`config.mk`:
```
export PLATFORM = sky130hd
export DESIGN_NAME = rsc_reset_sleep
export DESIGN_NICKNAME = d
export VERILOG_FILES = /design/src/design/rsc_pkg.sv /design/src/design/rsc_reset_sleep.sv /design/src/design/rsc_filter.sv
export SDC_FILE = /design/constraint.sdc
export NUM_CORES = 1
export LEC_CHECK = 0
export BUFFER_PORTS_ARGS = -buffer_cell sky130_fd_sc_hd__buf_2
export CAP_MARGIN = 25
export CORE_ASPECT_RATIO = 0.7
export CORE_MARGIN = 1.5
export CORE_UTILIZATION = 35
export DETAILED_ROUTE_END_ITERATION = 8
export GPL_ROUTABILITY_DRIVEN = 0
export PLACE_DENSITY = 0.58
export SLEW_MARGIN = 20
export SYNTH_ARGS = -nofsm -noshare
export SYNTH_HDL_FRONTEND = slang
export SYNTH_SLANG_ARGS = --single-unit
```
`constraint.sdc`:
```
create_clock -name clk_sys_i -period 4.3 [get_ports clk_sys_i]
set_input_delay 0.43 -clock clk_sys_i [delete_from_list [all_inputs] [get_ports clk_sys_i]]
set_output_delay 0.43 -clock clk_sys_i [all_outputs]
set_load 0.01 [all_outputs]
```
`src/design/rsc_pkg.sv`:
```
package rsc_pkg;
	localparam logic [5:0] RSC_PWR_CTRL_OFFSET = 6'h35;
	localparam logic [5:0] RSC_RST_STATUS_OFFSET = 6'h34;
	localparam logic [7:0] RSC_PWR_CTRL_RESET = 8'h00;
	localparam int RSC_SE_POS = 5;
	localparam int RSC_SM_LO_POS = 3;
	localparam int RSC_SM_HI_POS = 2;
	localparam int RSC_SCAN_DIS_POS = 7;
	localparam int RSC_CLK_MHZ = 125;
	// Brown-out minimum duration in ns, rounded down to cycles
	localparam int RSC_BOD_MIN_NS = 2000;
	localparam int RSC_BOD_CYCLES = (RSC_BOD_MIN_NS * RSC_CLK_MHZ) / 1000;
	// Reset pin minimum pulse in ns
	localparam int RSC_EXT_MIN_NS = 1500;
	localparam int RSC_EXT_CYCLES = (RSC_EXT_MIN_NS * RSC_CLK_MHZ) / 1000;
	localparam logic [2:0] RSC_SM_IDLE = 3'h0;
	localparam logic [2:0] RSC_SM_ADC = 3'h1;
	localparam logic [2:0] RSC_SM_PDOWN = 3'h2;
	localparam logic [2:0] RSC_SM_PSAVE = 3'h3;
	localparam logic [2:0] RSC_SM_STBY = 3'h6;
	localparam logic [2:0] RSC_SM_XSTBY = 3'h7;

	typedef enum logic [2:0] {
		RSC_MODE_NONE,
		RSC_MODE_IDLE,
		RSC_MODE_ADC,
		RSC_MODE_PDOWN,
		RSC_MODE_PSAVE,
		RSC_MODE_STBY,
		RSC_MODE_XSTBY
	} rsc_mode_t;

	typedef struct packed {
		logic power_low;
		logic brownout_low;
		logic watchdog_pulse;
		logic scan_reset;
	} rsc_src_t;

	typedef struct packed {
		logic wr;
		logic rd;
		logic [5:0] addr;
		logic [7:0] wdata;
	} rsc_io_t;
endpackage

```
`src/design/rsc_reset_sleep.sv`:
```
// Summary of operation
// - Debug fuse keeps main clock running in power-down and power-save.
// - Scan port off when disable bit written one or enable fuse unprogrammed.
// - Scan enabled but not shifting: data out left undriven.
// - Sleep instruction sleeps only when sleep enable bit is one.
// - Mode field decodes idle, noise reduction, power-down, power-save, standby.
// - Code 111 with crystal clock means extended standby.
// - Standby modes offered only with crystal or resonator clock.
// - Reset loads registers with initial values; restart at reset vector.
// - Ports return to initial state at once on any reset source.
// - After all sources inactive, fuse-selected delay stretches internal reset.
// - Five sources: power-on, pin, watchdog, brown-out, scan reset register.
// - Pin low longer than minimum width resets; shorter pulses ignored.
// - Held in reset while scan reset register holds one.
// - Power-on low asserts reset at once; recovery starts the delay.
// - Brown-out enabled and supply low asserts brown-out reset.
// - Brown-out acts only after supply low beyond minimum duration.
// - After pin release, core freed only when delay expires.
// - Watchdog one-cycle pulse; delay starts on its falling edge.
// - Bandgap on only for brown-out enable, comparator select, or ADC.
`timescale 1ns/100ps
`default_nettype none
module rsc_reset_sleep
	import rsc_pkg::*;
#(
	parameter int DELAY_W = 20
)(
	input wire logic clk_sys_i,
	input wire logic reset_i,
	input wire rsc_io_t io_i,
	input wire logic sleep_instr_i,
	input wire logic wake_i,
	input wire logic reset_pin_n_i,
	input wire logic power_low_i,
	input wire logic brownout_low_i,
	input wire logic watchdog_pulse_i,
	input wire logic scan_reset_i,
	input wire logic debug_enable_fuse_i,
	input wire logic scan_port_enable_fuse_i,
	input wire logic brownout_enable_fuse_i,
	input wire logic crystal_clock_i,
	input wire logic [3:0] clock_select_fuses_i,
	input wire logic comparator_bandgap_select_i,
	input wire logic adc_enable_i,
	input wire logic tap_shifting_i,
	input wire logic tap_data_i,
	output logic [7:0] rdata_o,
	output logic port_reset_o,
	output logic core_reset_o,
	output logic sleeping_o,
	output logic [2:0] sleep_mode_o,
	output logic main_clock_run_o,
	output logic scan_enable_o,
	output logic tdo_o,
	output logic tdo_oe_o,
	output logic bandgap_on_o
);
	logic [7:0] ctrl_reg, ctrl_next;
	logic scan_dis_reg, scan_dis_next;
	logic [7:0] rdata_reg, rdata_next;
	logic [DELAY_W-1:0] delay_reg, delay_next;
	logic hold_reg, hold_next;
	logic port_rst_reg, port_rst_next;
	logic sleep_reg, sleep_next;
	logic [2:0] mode_reg, mode_next;
	logic clk_run_reg, clk_run_next;
	logic scan_en_reg, scan_en_next;
	logic tdo_reg, tdo_next;
	logic tdo_oe_reg, tdo_oe_next;
	logic bg_reg, bg_next;
	logic pin_low, pwr_low, bod_low, scan_rst;
	logic [2:0] wd_sync_reg;
	logic any_src;
	logic [2:0] sm_field;
	rsc_mode_t mode_dec;
	logic [DELAY_W-1:0] delay_len;

	rsc_filter #(.COUNT(RSC_EXT_CYCLES)) u_pin (
		.clk_sys_i(clk_sys_i),
		.reset_i(reset_i),
		.async_i(~reset_pin_n_i),
		.stable_o(pin_low)
	);
	rsc_filter #(.COUNT(RSC_BOD_CYCLES)) u_bod (
		.clk_sys_i(clk_sys_i),
		.reset_i(reset_i),
		.async_i(brownout_low_i & brownout_enable_fuse_i),
		.stable_o(bod_low)
	);
	rsc_filter #(.COUNT(1)) u_por (
		.clk_sys_i(clk_sys_i),
		.reset_i(reset_i),
		.async_i(power_low_i),
		.stable_o(pwr_low)
	);
	rsc_filter #(.COUNT(1)) u_scan (
		.clk_sys_i(clk_sys_i),
		.reset_i(reset_i),
		.async_i(scan_reset_i),
		.stable_o(scan_rst)
	);

	always_comb
	begin
		any_src = pwr_low | pin_low | bod_low | scan_rst
			| (wd_sync_reg[1] & ~wd_sync_reg[2]);
		sm_field = {ctrl_reg[RSC_SM_HI_POS], ctrl_reg[RSC_SM_LO_POS+1:RSC_SM_LO_POS]};
		// Delay length doubles per fuse step
		delay_len = DELAY_W'(1) << clock_select_fuses_i;
		case (sm_field)
			RSC_SM_IDLE: mode_dec = RSC_MODE_IDLE;
			RSC_SM_ADC: mode_dec = RSC_MODE_ADC;
			RSC_SM_PDOWN: mode_dec = RSC_MODE_PDOWN;
			RSC_SM_PSAVE: mode_dec = RSC_MODE_PSAVE;
			RSC_SM_STBY: mode_dec = crystal_clock_i ? RSC_MODE_STBY : RSC_MODE_NONE;
			RSC_SM_XSTBY: mode_dec = crystal_clock_i ? RSC_MODE_XSTBY : RSC_MODE_NONE;
			default: mode_dec = RSC_MODE_NONE;
		endcase
	end

	// Register bus group
	always_comb
	begin
		ctrl_next = ctrl_reg;
		scan_dis_next = scan_dis_reg;
		rdata_next = rdata_reg;
		if (io_i.wr && io_i.addr == RSC_PWR_CTRL_OFFSET)
		begin
			ctrl_next = io_i.wdata;
		end
		if (io_i.wr && io_i.addr == RSC_RST_STATUS_OFFSET)
		begin
			scan_dis_next = io_i.wdata[RSC_SCAN_DIS_POS];
		end
		if (io_i.rd)
		begin
			if (io_i.addr == RSC_PWR_CTRL_OFFSET)
			begin
				rdata_next = ctrl_reg;
			end
			else if (io_i.addr == RSC_RST_STATUS_OFFSET)
			begin
				rdata_next = {scan_dis_reg, 7'h00};
			end
			else
			begin
				rdata_next = 8'h00;
			end
		end
		if (any_src || hold_reg)
		begin
			ctrl_next = RSC_PWR_CTRL_RESET;
			scan_dis_next = 1'b0;
		end
	end

	always_ff @(posedge clk_sys_i)
	begin
		if (reset_i)
		begin
			ctrl_reg <= RSC_PWR_CTRL_RESET;
			scan_dis_reg <= 1'b0;
			rdata_reg <= 8'h00;
		end
		else
		begin
			ctrl_reg <= ctrl_next;
			scan_dis_reg <= scan_dis_next;
			rdata_reg <= rdata_next;
		end
	end

	// Reset group
	always_comb
	begin
		delay_next = delay_reg;
		hold_next = hold_reg;
		port_rst_next = any_src;
		if (any_src)
		begin
			hold_next = 1'b1;
			delay_next = '0;
		end
		else if (hold_reg)
		begin
			if (delay_reg >= delay_len - DELAY_W'(1))
			begin
				hold_next = 1'b0;
			end
			else
			begin
				delay_next = delay_reg + DELAY_W'(1);
			end
		end
	end

	always_ff @(posedge clk_sys_i)
	begin
		if (reset_i)
		begin
			delay_reg <= '0;
			// Core held through the first delay
			hold_reg <= 1'b1;
			port_rst_reg <= 1'b1;
			wd_sync_reg <= 3'h0;
		end
		else
		begin
			delay_reg <= delay_next;
			hold_reg <= hold_next;
			port_rst_reg <= port_rst_next;
			wd_sync_reg <= {wd_sync_reg[1:0], watchdog_pulse_i};
		end
	end

	// Sleep group
	always_comb
	begin
		sleep_next = sleep_reg;
		mode_next = mode_reg;
		if (sleep_reg)
		begin
			if (wake_i)
			begin
				sleep_next = 1'b0;
			end
		end
		else if (sleep_instr_i && ctrl_reg[RSC_SE_POS] && mode_dec != RSC_MODE_NONE)
		begin
			sleep_next = 1'b1;
			mode_next = sm_field;
		end
		if (any_src || hold_reg)
		begin
			sleep_next = 1'b0;
		end
		clk_run_next = ~(sleep_next && (mode_next == RSC_SM_PDOWN
			|| mode_next == RSC_SM_PSAVE) && !debug_enable_fuse_i);
	end

	always_ff @(posedge clk_sys_i)
	begin
		if (reset_i)
		begin
			sleep_reg <= 1'b0;
			mode_reg <= 3'h0;
			clk_run_reg <= 1'b1;
		end
		else
		begin
			sleep_reg <= sleep_next;
			mode_reg <= mode_next;
			clk_run_reg <= clk_run_next;
		end
	end

	// Pin and reference group
	always_comb
	begin
		scan_en_next = scan_port_enable_fuse_i & ~scan_dis_next;
		tdo_oe_next = scan_en_next & tap_shifting_i;
		// Data passes always; the enable decides
		tdo_next = tap_data_i;
		bg_next = brownout_enable_fuse_i | comparator_bandgap_select_i | adc_enable_i;
	end

	always_ff @(posedge clk_sys_i)
	begin
		if (reset_i)
		begin
			scan_en_reg <= 1'b0;
			tdo_reg <= 1'b0;
			tdo_oe_reg <= 1'b0;
			bg_reg <= 1'b0;
		end
		else
		begin
			scan_en_reg <= scan_en_next;
			tdo_reg <= tdo_next;
			tdo_oe_reg <= tdo_oe_next;
			bg_reg <= bg_next;
		end
	end

	assign rdata_o = rdata_reg;
	assign port_reset_o = port_rst_reg;
	assign core_reset_o = hold_reg;
	assign sleeping_o = sleep_reg;
	assign sleep_mode_o = mode_reg;
	assign main_clock_run_o = clk_run_reg;
	assign scan_enable_o = scan_en_reg;
	assign tdo_o = tdo_reg;
	assign tdo_oe_o = tdo_oe_reg;
	assign bandgap_on_o = bg_reg;
endmodule // rsc_reset_sleep
`default_nettype wire

```
`src/design/rsc_filter.sv`:
```
`timescale 1ns/100ps
`default_nettype none
module rsc_filter
	import rsc_pkg::*;
#(
	parameter int COUNT = 4
)(
	input wire logic clk_sys_i,
	input wire logic reset_i,
	input wire logic async_i,
	output logic stable_o
);
	logic [2:0] sync_reg;
	logic [31:0] cnt_reg, cnt_next;
	logic stable_reg, stable_next;

	always_comb
	begin
		cnt_next = cnt_reg;
		stable_next = stable_reg;
		if (sync_reg[1] != sync_reg[2])
		begin
			cnt_next = 32'h0;
		end
		else if (sync_reg[2] != stable_reg)
		begin
			// Level must persist to count
			if (cnt_reg >= 32'(COUNT - 1))
			begin
				stable_next = sync_reg[2];
				cnt_next = 32'h0;
			end
			else
			begin
				cnt_next = cnt_reg + 32'h1;
			end
		end
		else
		begin
			cnt_next = 32'h0;
		end
	end

	always_ff @(posedge clk_sys_i)
	begin
		if (reset_i)
		begin
			sync_reg <= 3'h0;
			cnt_reg <= 32'h0;
			stable_reg <= 1'b0;
		end
		else
		begin
			sync_reg <= {sync_reg[1:0], async_i};
			cnt_reg <= cnt_next;
			stable_reg <= stable_next;
		end
	end

	assign stable_o = stable_reg;
endmodule // rsc_filter
`default_nettype wire

```
==> summary.txt, run 1 <==
Setup Fix Bufs, Post-CTS -> 0
Clock Path Buffers -> 2
slew margin rel. -> 51.57%
DR vias/cell -> 4.788
post-route ant nets -> 0
mapped cell area -> 0.005060 sq mm
die height -> 103.6 um
delay-heaviest family, CP -> simple AND/OR/NAND/NOR gates
CTS Sinks -> 131
drt first pass iters -> 5
count of max-cap constraint violations -> 0
drt initial violations -> 196
largest net degree at the start of global routing -> 40
Avg Inst Size Synth -> 9.565 sq um
startpoint types -> input port
post-synth top area share -> 51.83%
clk root buf -> clkbuf_16
H-tree Lvls -> 4
global-route wire length before repair -> 17.42 mm
port buffer count -> 55
DP Wirelength -> 7.281 mm
P per Cell Area -> 442.9 mW/mm^2
synthesized flop and latch total -> 131
GRT Total Usage -> 14.15%
CTS buffer count -> 17
Routed WL per cell -> 12.08 um
cells along the critical path -> buf_2 > nor2_1 > nand2_1 > ha_1 > or2_2 > o21ai_0 > a32oi_1 > ha_1 > a21oi_1 > o21ai_0 > a41oi_2 > o31ai_4 > buf_4 > or4_1 > a21oi_1
WP buf/inv -> 2
antenna diode count -> 0
Final Util -> 44.82%
crit path kind -> in -> reg
initial antenna violation count -> 1
Final nets -> 696
gr busiest metal -> met2
Final Hold Fails -> 0
Ports -> 56
Initial Util -> 36.12%
grt met1 use -> 17.99%
share of cells above drive strength 1 -> 14.57%
met3 track demand over resource -> 4.405%
status -> completed
Tcrit/Tclk final -> 80.46%
vias in the first global route -> 3,855
Worst-Skew Late Latency -> 410 ps
Synth area leaders -> dfxtp_1 52%, ha_1 6.7%, nor2_1 4.5%, a21oi_1 4.4%, nor2b_1 3.0%
Critical Path AT -> 3790 ps
dominant cell type by area after synthesis -> dfxtp_1
# setup viols final -> 0
clock-pin slew on the worst setup and hold paths -> 60 ps
hold crit path type -> in -> reg
DIE AREA -> 0.01520 sq mm
residual DRC count -> 0
VDD IR max -> 0.2655 mV
dominant synthesized flop cell -> dfxtp_1
CP endpoint kind -> flip-flop
Post-synth EDFFs -> 0
Site Rows -> 36
Slew Limit Fails -> 0
worst slew pin tran -> 726.5 ps
gr ovfl total -> 0
met2 usage -> 22.34%
CP max-delay cell -> or4_1
sequential area share after synthesis -> 51.83%
final WL -> 10.09 mm
slowest cell delay on critical path -> 490 ps
CTS tree -> done
Fin Clk Skew -> 10.84 ps
die width -> 146.7 um
CTS resizes -> 0
required time of the critical path -> 4630 ps
Lkg Pwr -> 2.588 nW
YS warnings -> 0
reg2reg setup slack -> 1890 ps
post-synthesis cell type count -> 51
Area Growth Syn to Fin -> 24.09%
Max Clock Freq -> 0.2891 GHz
setup TNS -> 0 ps
core area -> 0.01401 sq mm
via count -> 3,998
fin crit period -> 3460 ps
CP Max Fanout -> 39
RSZ-0062 raised after global routing -> no
Async S/R FF share, synth -> 0%
CTS Hold Bufs -> 0
post-synthesis cell count -> 529
## path summary, 6_finish.rpt
kind | start | depth (start not counted) | to
worst max register to register | delay_reg[7] | 8 | delay_reg[11]
worst max-delay path | clock_select_fuses_i[2] | 15 | delay_reg[11]
worst min-delay path | reset_pin_n_i | 2 | u_pin.sync_reg[0]
worst min register to register | wd_sync_reg[1] | 2 | wd_sync_reg[2]
## cell usage after synthesis (2+ instances only)
cell type / number
a211oi_1: 2
a21oi_1: 44
a31oi_1: 3
a32oi_1: 2
and2_1: 2
and3_1: 7
and4_1: 3
buf_2: 4
clkbuf_1: 16
conb_1: 2
dfxtp_1: 131
ha_1: 27
inv_1: 15
mux2i_1: 12
nand2_1: 30
nand3_1: 22
nand3b_1: 2
nand4_1: 10
nor2_1: 60
nor2b_1: 24
nor3_1: 4
nor4_1: 14
o21a_1: 2
o21ai_0: 15
o21ai_1: 2
o22ai_1: 3
o31ai_1: 17
or3_1: 4
or4_1: 17
xnor2_1: 6
xor2_1: 7
## report_power, final
part / internal [mW] / switching (mW)
registers: 1.25 / 0.0117
clock network: 0.840 / 0.582
logic: 0.0387 / 0.0598
total: 2.13 / 0.654
## final cells by class
cell class                      instances  area [sq um]
Sequential cell                       131          2623
Clock inverter                         14         152.6
Multi-Input combinational cell        411          2487
Timing Repair Buffer                   56         282.8
Inverter                               15         56.30
Fill cell                            1320          7730
Clock buffer                           18         439.2
Tap cell                              190         237.7
## cell usage in the layout, fill, tap and decap left out, types with 4 or more instances in the layout
cell,synthesis,layout
a21oi_1,44,44
and3_1,7,7
buf_2,4,55
clkbuf_16,0,17
conb_1,2,51
dfxtp_1,131,131
ha_1,27,27
inv_1,15,15
inv_6,0,7
inv_8,0,4
mux2i_1,12,12
nand2_1,30,30
nand3_1,22,22
nand4_1,10,10
nor2_1,60,60
nor2b_1,24,24
nor3_1,4,4
nor4_1,14,14
o21ai_0,15,15
o31ai_1,17,16
or3_1,4,4
or4_1,17,17
xnor2_1,6,6
xor2_1,7,7
## metal layers
layer,share of wire [%],vias to the layer above
met1,49,1856
li1,-,2066
met2,45,61
met3,4.6,13
met4,1.1,2
met5,0.12,-
## per-stage QoR
step                      cells  hold WS [ps]  power [mW]  setup WS (ps)  area [sq um]
after global placement      803         416.3       1.380          604.8          5687
after CTS                   835         147.4       2.815          882.7          6279
final                       835         163.7       2.781          840.4          6279
after floorplan             578         410.4       1.344          902.9          5244
after global routing        835         158.9       2.896          630.0          6279
after detailed placement    803         420.7       1.385          418.5          5687
## cells by family (layout without fill, tap and decap cells)
logic type | Yosys count | in the layout | synth area share, %
buffers and inverters | 36 | 103 | 2.918
XOR/XNOR | 13 | 13 | 2.250
adder cells (fa/ha/maj) | 27 | 27 | 6.676
other | 2 | 51 | 0.1484
flip-flops | 131 | 131 | 51.83
AND/OR/NAND/NOR | 206 | 206 | 21.24
AO/OA/AOI/OAI | 101 | 101 | 12.34
multiplexers | 13 | 13 | 2.597
(Power assumes the default switching activity.)
==> run 2: changes to the inputs <==
--- a/config.mk
+++ b/config.mk
@@ -5,6 +5,7 @@
 export SDC_FILE = /design/constraint.sdc
 export NUM_CORES = 1
 export LEC_CHECK = 0
+export ABC_AREA = 1
 export BUFFER_PORTS_ARGS = -buffer_cell sky130_fd_sc_hd__buf_2
 export CAP_MARGIN = 25
 export CORE_ASPECT_RATIO = 0.7
@@ -12,7 +13,7 @@
 export CORE_UTILIZATION = 35
 export DETAILED_ROUTE_END_ITERATION = 8
 export GPL_ROUTABILITY_DRIVEN = 0
-export PLACE_DENSITY = 0.58
+export PLACE_DENSITY = 0.6
 export SLEW_MARGIN = 20
 export SYNTH_ARGS = -nofsm -noshare
 export SYNTH_HDL_FRONTEND = slang
==> constraint.sdc (replaced) <==
create_clock -name clk_sys_i -period 2.95 [get_ports clk_sys_i]
set_input_delay 0.295 -clock clk_sys_i [delete_from_list [all_inputs] [get_ports clk_sys_i]]
set_output_delay 0.295 -clock clk_sys_i [all_outputs]
set_load 0.01 [all_outputs]
==> run 2 against run 1 <==
Compared with the run above: synthesized cell count grew 28%; sequential power grew 47%; register-to-register slack lost 940 ps; cell area grew 7.0%; die area grew 6.3%; critical path type unchanged; combinational power grew 92%; clock-buffer cell count grew 4; clock skew grew 1.3 ps; sequential share of layout area shrank 2.7 points; global-route usage shrank 0.25 points; worst hold slack lost 120 ps; setup slack lost 450 ps.
==> summary.txt, run 2 <==
CP max-delay cell -> ha_1
Synth area leaders -> dfxtp_1 49%, nand2_1 10%, nor2_1 7.5%, ha_1 6.3%, inv_1 4.7%
Slew Limit Fails -> 0 (unchanged)
CTS buffer count -> 17 (unchanged)
Initial Util -> 36.25% (+0.13 points)
port buffer count -> 55 (unchanged)
die width -> 151.3 um (+3.1%)
hold crit path type -> in -> reg
residual DRC count -> 0 (unchanged)
RSZ-0062 raised after global routing -> no
Worst-Skew Late Latency -> 410 ps (about the same)
CTS Sinks -> 131 (unchanged)
DR vias/cell -> 4.297 (-10%)
commonest non-fill, non-tap cells in the layout -> 142 x nand2_1, 131 x dfxtp_1, 107 x nor2_1
sequential area share after synthesis -> 48.69% (-3.1 points)
count of max-cap constraint violations -> 0 (unchanged)
core area -> 0.01486 sq mm (+6.1%)
fin crit period -> 2556 ps
Final Util -> 45.20% (+0.38 points)
top cell types by occurrence after synthesis -> 143 x nand2_1, 131 x dfxtp_1, 107 x nor2_1
Site Rows -> 37 (+2.8%)
Power Internal -> 3.226 mW (+52%)
dominant synthesized flop cell -> dfxtp_1
gr ovfl total -> 0 (unchanged)
share of cells above drive strength 1 -> 13.67% (-0.90 points)
P_sw -> 0.8515 mW (+30%)
global-route wire length before repair -> 17.73 mm (+1.8%)
final WL -> 10.56 mm (+4.6%)
Fin Clk Skew -> 12.17 ps (+1.337 ps)
most common cell in the netlist -> nand2_1
combinational power share -> 4.6% (+1.1 points)
Post-synth EDFFs -> 0 (unchanged)
placed inst area -> 0.006117 sq mm (+7.6%)
Cell Count, Final, Fillers Out -> 1,007 (+21%)
post-synthesis cell count -> 679 (+28%)
Setup Fix Bufs, Post-CTS -> 0 (unchanged)
Ports -> 56 (unchanged)
initial antenna violation count -> 0 (-1)
Critical Path AT -> 2850 ps (-940 ps)
via count -> 4,327 (+8.2%)
Reg power frac -> 45.4% (about the same)
fillers -> 1,485 (+13%)
CP Max Fanout -> 21 (-46%)
required time of the critical path -> 3240 ps (-1390 ps)
post-synth top area share -> 48.69% (-3.1 points)
Final Hold Fails -> 0 (unchanged)
DP Wirelength -> 7.569 mm (+3.9%)
mapped cell area -> 0.005386 sq mm (+6.5%)
clock-pin slew on the worst setup and hold paths -> 50 ps (about the same)
Max Clock Freq -> 0.3912 GHz
H-tree Lvls -> 4 (unchanged)
# setup viols final -> 0 (unchanged)
Final nets -> 864 (+24%)
Clock Path Buffers -> 2 (unchanged)
YS warnings -> 0 (unchanged)
P per Cell Area -> 607.0 mW/mm^2 (+37%)
status -> completed
dpl ws -> -36.44 ps (-454.9 ps)
CP endpoint kind -> flip-flop
fin area -> 0.006716 sq mm (+7.0%)
clock power share -> 50.0% (-1.1 points)
largest net degree at the start of global routing -> 25 (-38%)
Sw Share -> 20.88% (-2.6 points)
CTS tree -> done
antenna diode count -> 0 (unchanged)
Tcrit/Tclk final -> 86.65%
Top cell by count, worst path -> nand2_1
most common cell after layout, fill and taps aside -> nand2_1
Lkg Pwr -> 2.978 nW (+15%)
drt initial violations -> 220 (+12%)
Routed WL per cell -> 10.48 um (-13%)
post-route ant nets -> 0 (unchanged)
Area Growth Syn to Fin -> 24.69%
dominant cell type by area after synthesis -> dfxtp_1
VDD IR max -> 0.3042 mV (+15%)
cells along the critical path -> buf_2 > inv_1 > nand2_1 > nor2_1 > nand2_1 > ha_1 > nand2_2 > nor2_4 > nand2_1 > o21ai_1 > xor2_1 > inv_1 > ha_1 > nand2_1 > inv_1 > nand2_1 > nand2_1 > nand3_1 > nand2_1 > nor2_1 > nand2_1 > buf_12 > o21ai_0 > nor2_1
die height -> 106.8 um (+3.1%)
startpoint types -> input port
crit path kind -> in -> reg
synthesized flop and latch total -> 131 (unchanged)
Cells after DPL -> 976 (+22%)
Avg Inst Size Synth -> 7.933 sq um (-17%)
Async S/R FF share, synth -> 0% (unchanged)
post-synthesis cell type count -> 37 (-27%)
vias in the first global route -> 3,836 (-0.49%)
drt first pass iters -> 4 (-1)
final setup margin -> 393.7 ps (-446.7 ps)
DIE AREA -> 0.01615 sq mm (+6.3%)
GRT Total Usage -> 13.90% (-0.25 points)
clk root buf -> clkbuf_16
slowest cell delay on critical path -> 270 ps (-220 ps)
[run 2: final cells by class]
cell class                      count  area [sq um]  area share, %
Multi-Input combinational cell    515          2629          39.14
Sequential cell                   131          2623          39.05
Clock buffer                       22         484.2          7.209
Timing Repair Buffer               66         374.1          5.570
Inverter                           69         259.0          3.856
Tap cell                          195         244.0          3.633
Clock inverter                      9         103.9          1.546
[run 2: repair_timing]
action | CTS | global route
gates resized for setup | 0 | 3
endpoints found under the setup margin | 0 | 5
hold buffers | 0 | 0
[run 2: path summary, 6_finish.rpt]
kind	slack, ps	start	to	cells past startpoint
worst min-delay path	50	reset_pin_n_i	u_pin.sync_reg[0]	2
worst max-delay path	390	clock_select_fuses_i[0]	delay_reg[1]	24
worst max register to register	950	delay_reg[0]	delay_reg[19]	16
worst min register to register	400	u_scan.sync_reg[0]	u_scan.sync_reg[1]	2
[run 2: power by group through the flow]
stage	registers, mW	clock network, mW	logic [mW]
6_report	1.85	2.04	0.189
2_1_floorplan	1.89	0	0.107
3_3_place_gp	1.89	0	0.185
4_1_cts	1.85	2.09	0.186
3_5_place_dp	1.89	0	0.185
5_1_grt	1.86	2.17	0.219
[run 2: worst max-delay path, delay by kind of cell]
| family | cells | cell delay (ps) |
|---|---|---|
| AO/OA/AOI/OAI | 2 | 240 |
| buffers and inverters | 5 | 460 |
| AND/OR/NAND/NOR | 14 | 1210 |
| adder cells (fa/ha/maj) | 2 | 480 |
| XOR/XNOR | 1 | 140 |
[run 2: kinds of logic (layout without fill, tap and decap cells)]
family                     after synthesis  in the layout  share of synthesized area (%)
AOI/OAI and AO/OA                       75             75                          7.619
xor gates and xnor gates                29             29                          4.715
adders and majority gates               27             27                          6.272
buffers and inverters                   82            166                          6.062
DFF                                    131            131                          48.69
other                                    2             51                         0.1394
and+or+nand+nor                        333            333                          26.50
[run 2: stage by stage]
step / setup TNS [ps] / hold WS [ps] / total power [mW]
6_report: 0 / 47.59 / 4.077
5_1_grt: 0 / 32.28 / 4.244
4_1_cts: 0 / 29.14 / 4.128
3_5_place_dp: -45.27 / 394.4 / 2.074
3_3_place_gp: 0 / 393.9 / 2.075
2_1_floorplan: 0 / 361.7 / 1.996
[run 2: layer usage]
metal	global-route usage (%)	up-vias	routed length, um
met3	4.298	4	491
met1	19.76	1872	5889
met2	19.68	81	4107
met4	4.785	0	66
met5	0	-	0
li1	-	2370	-
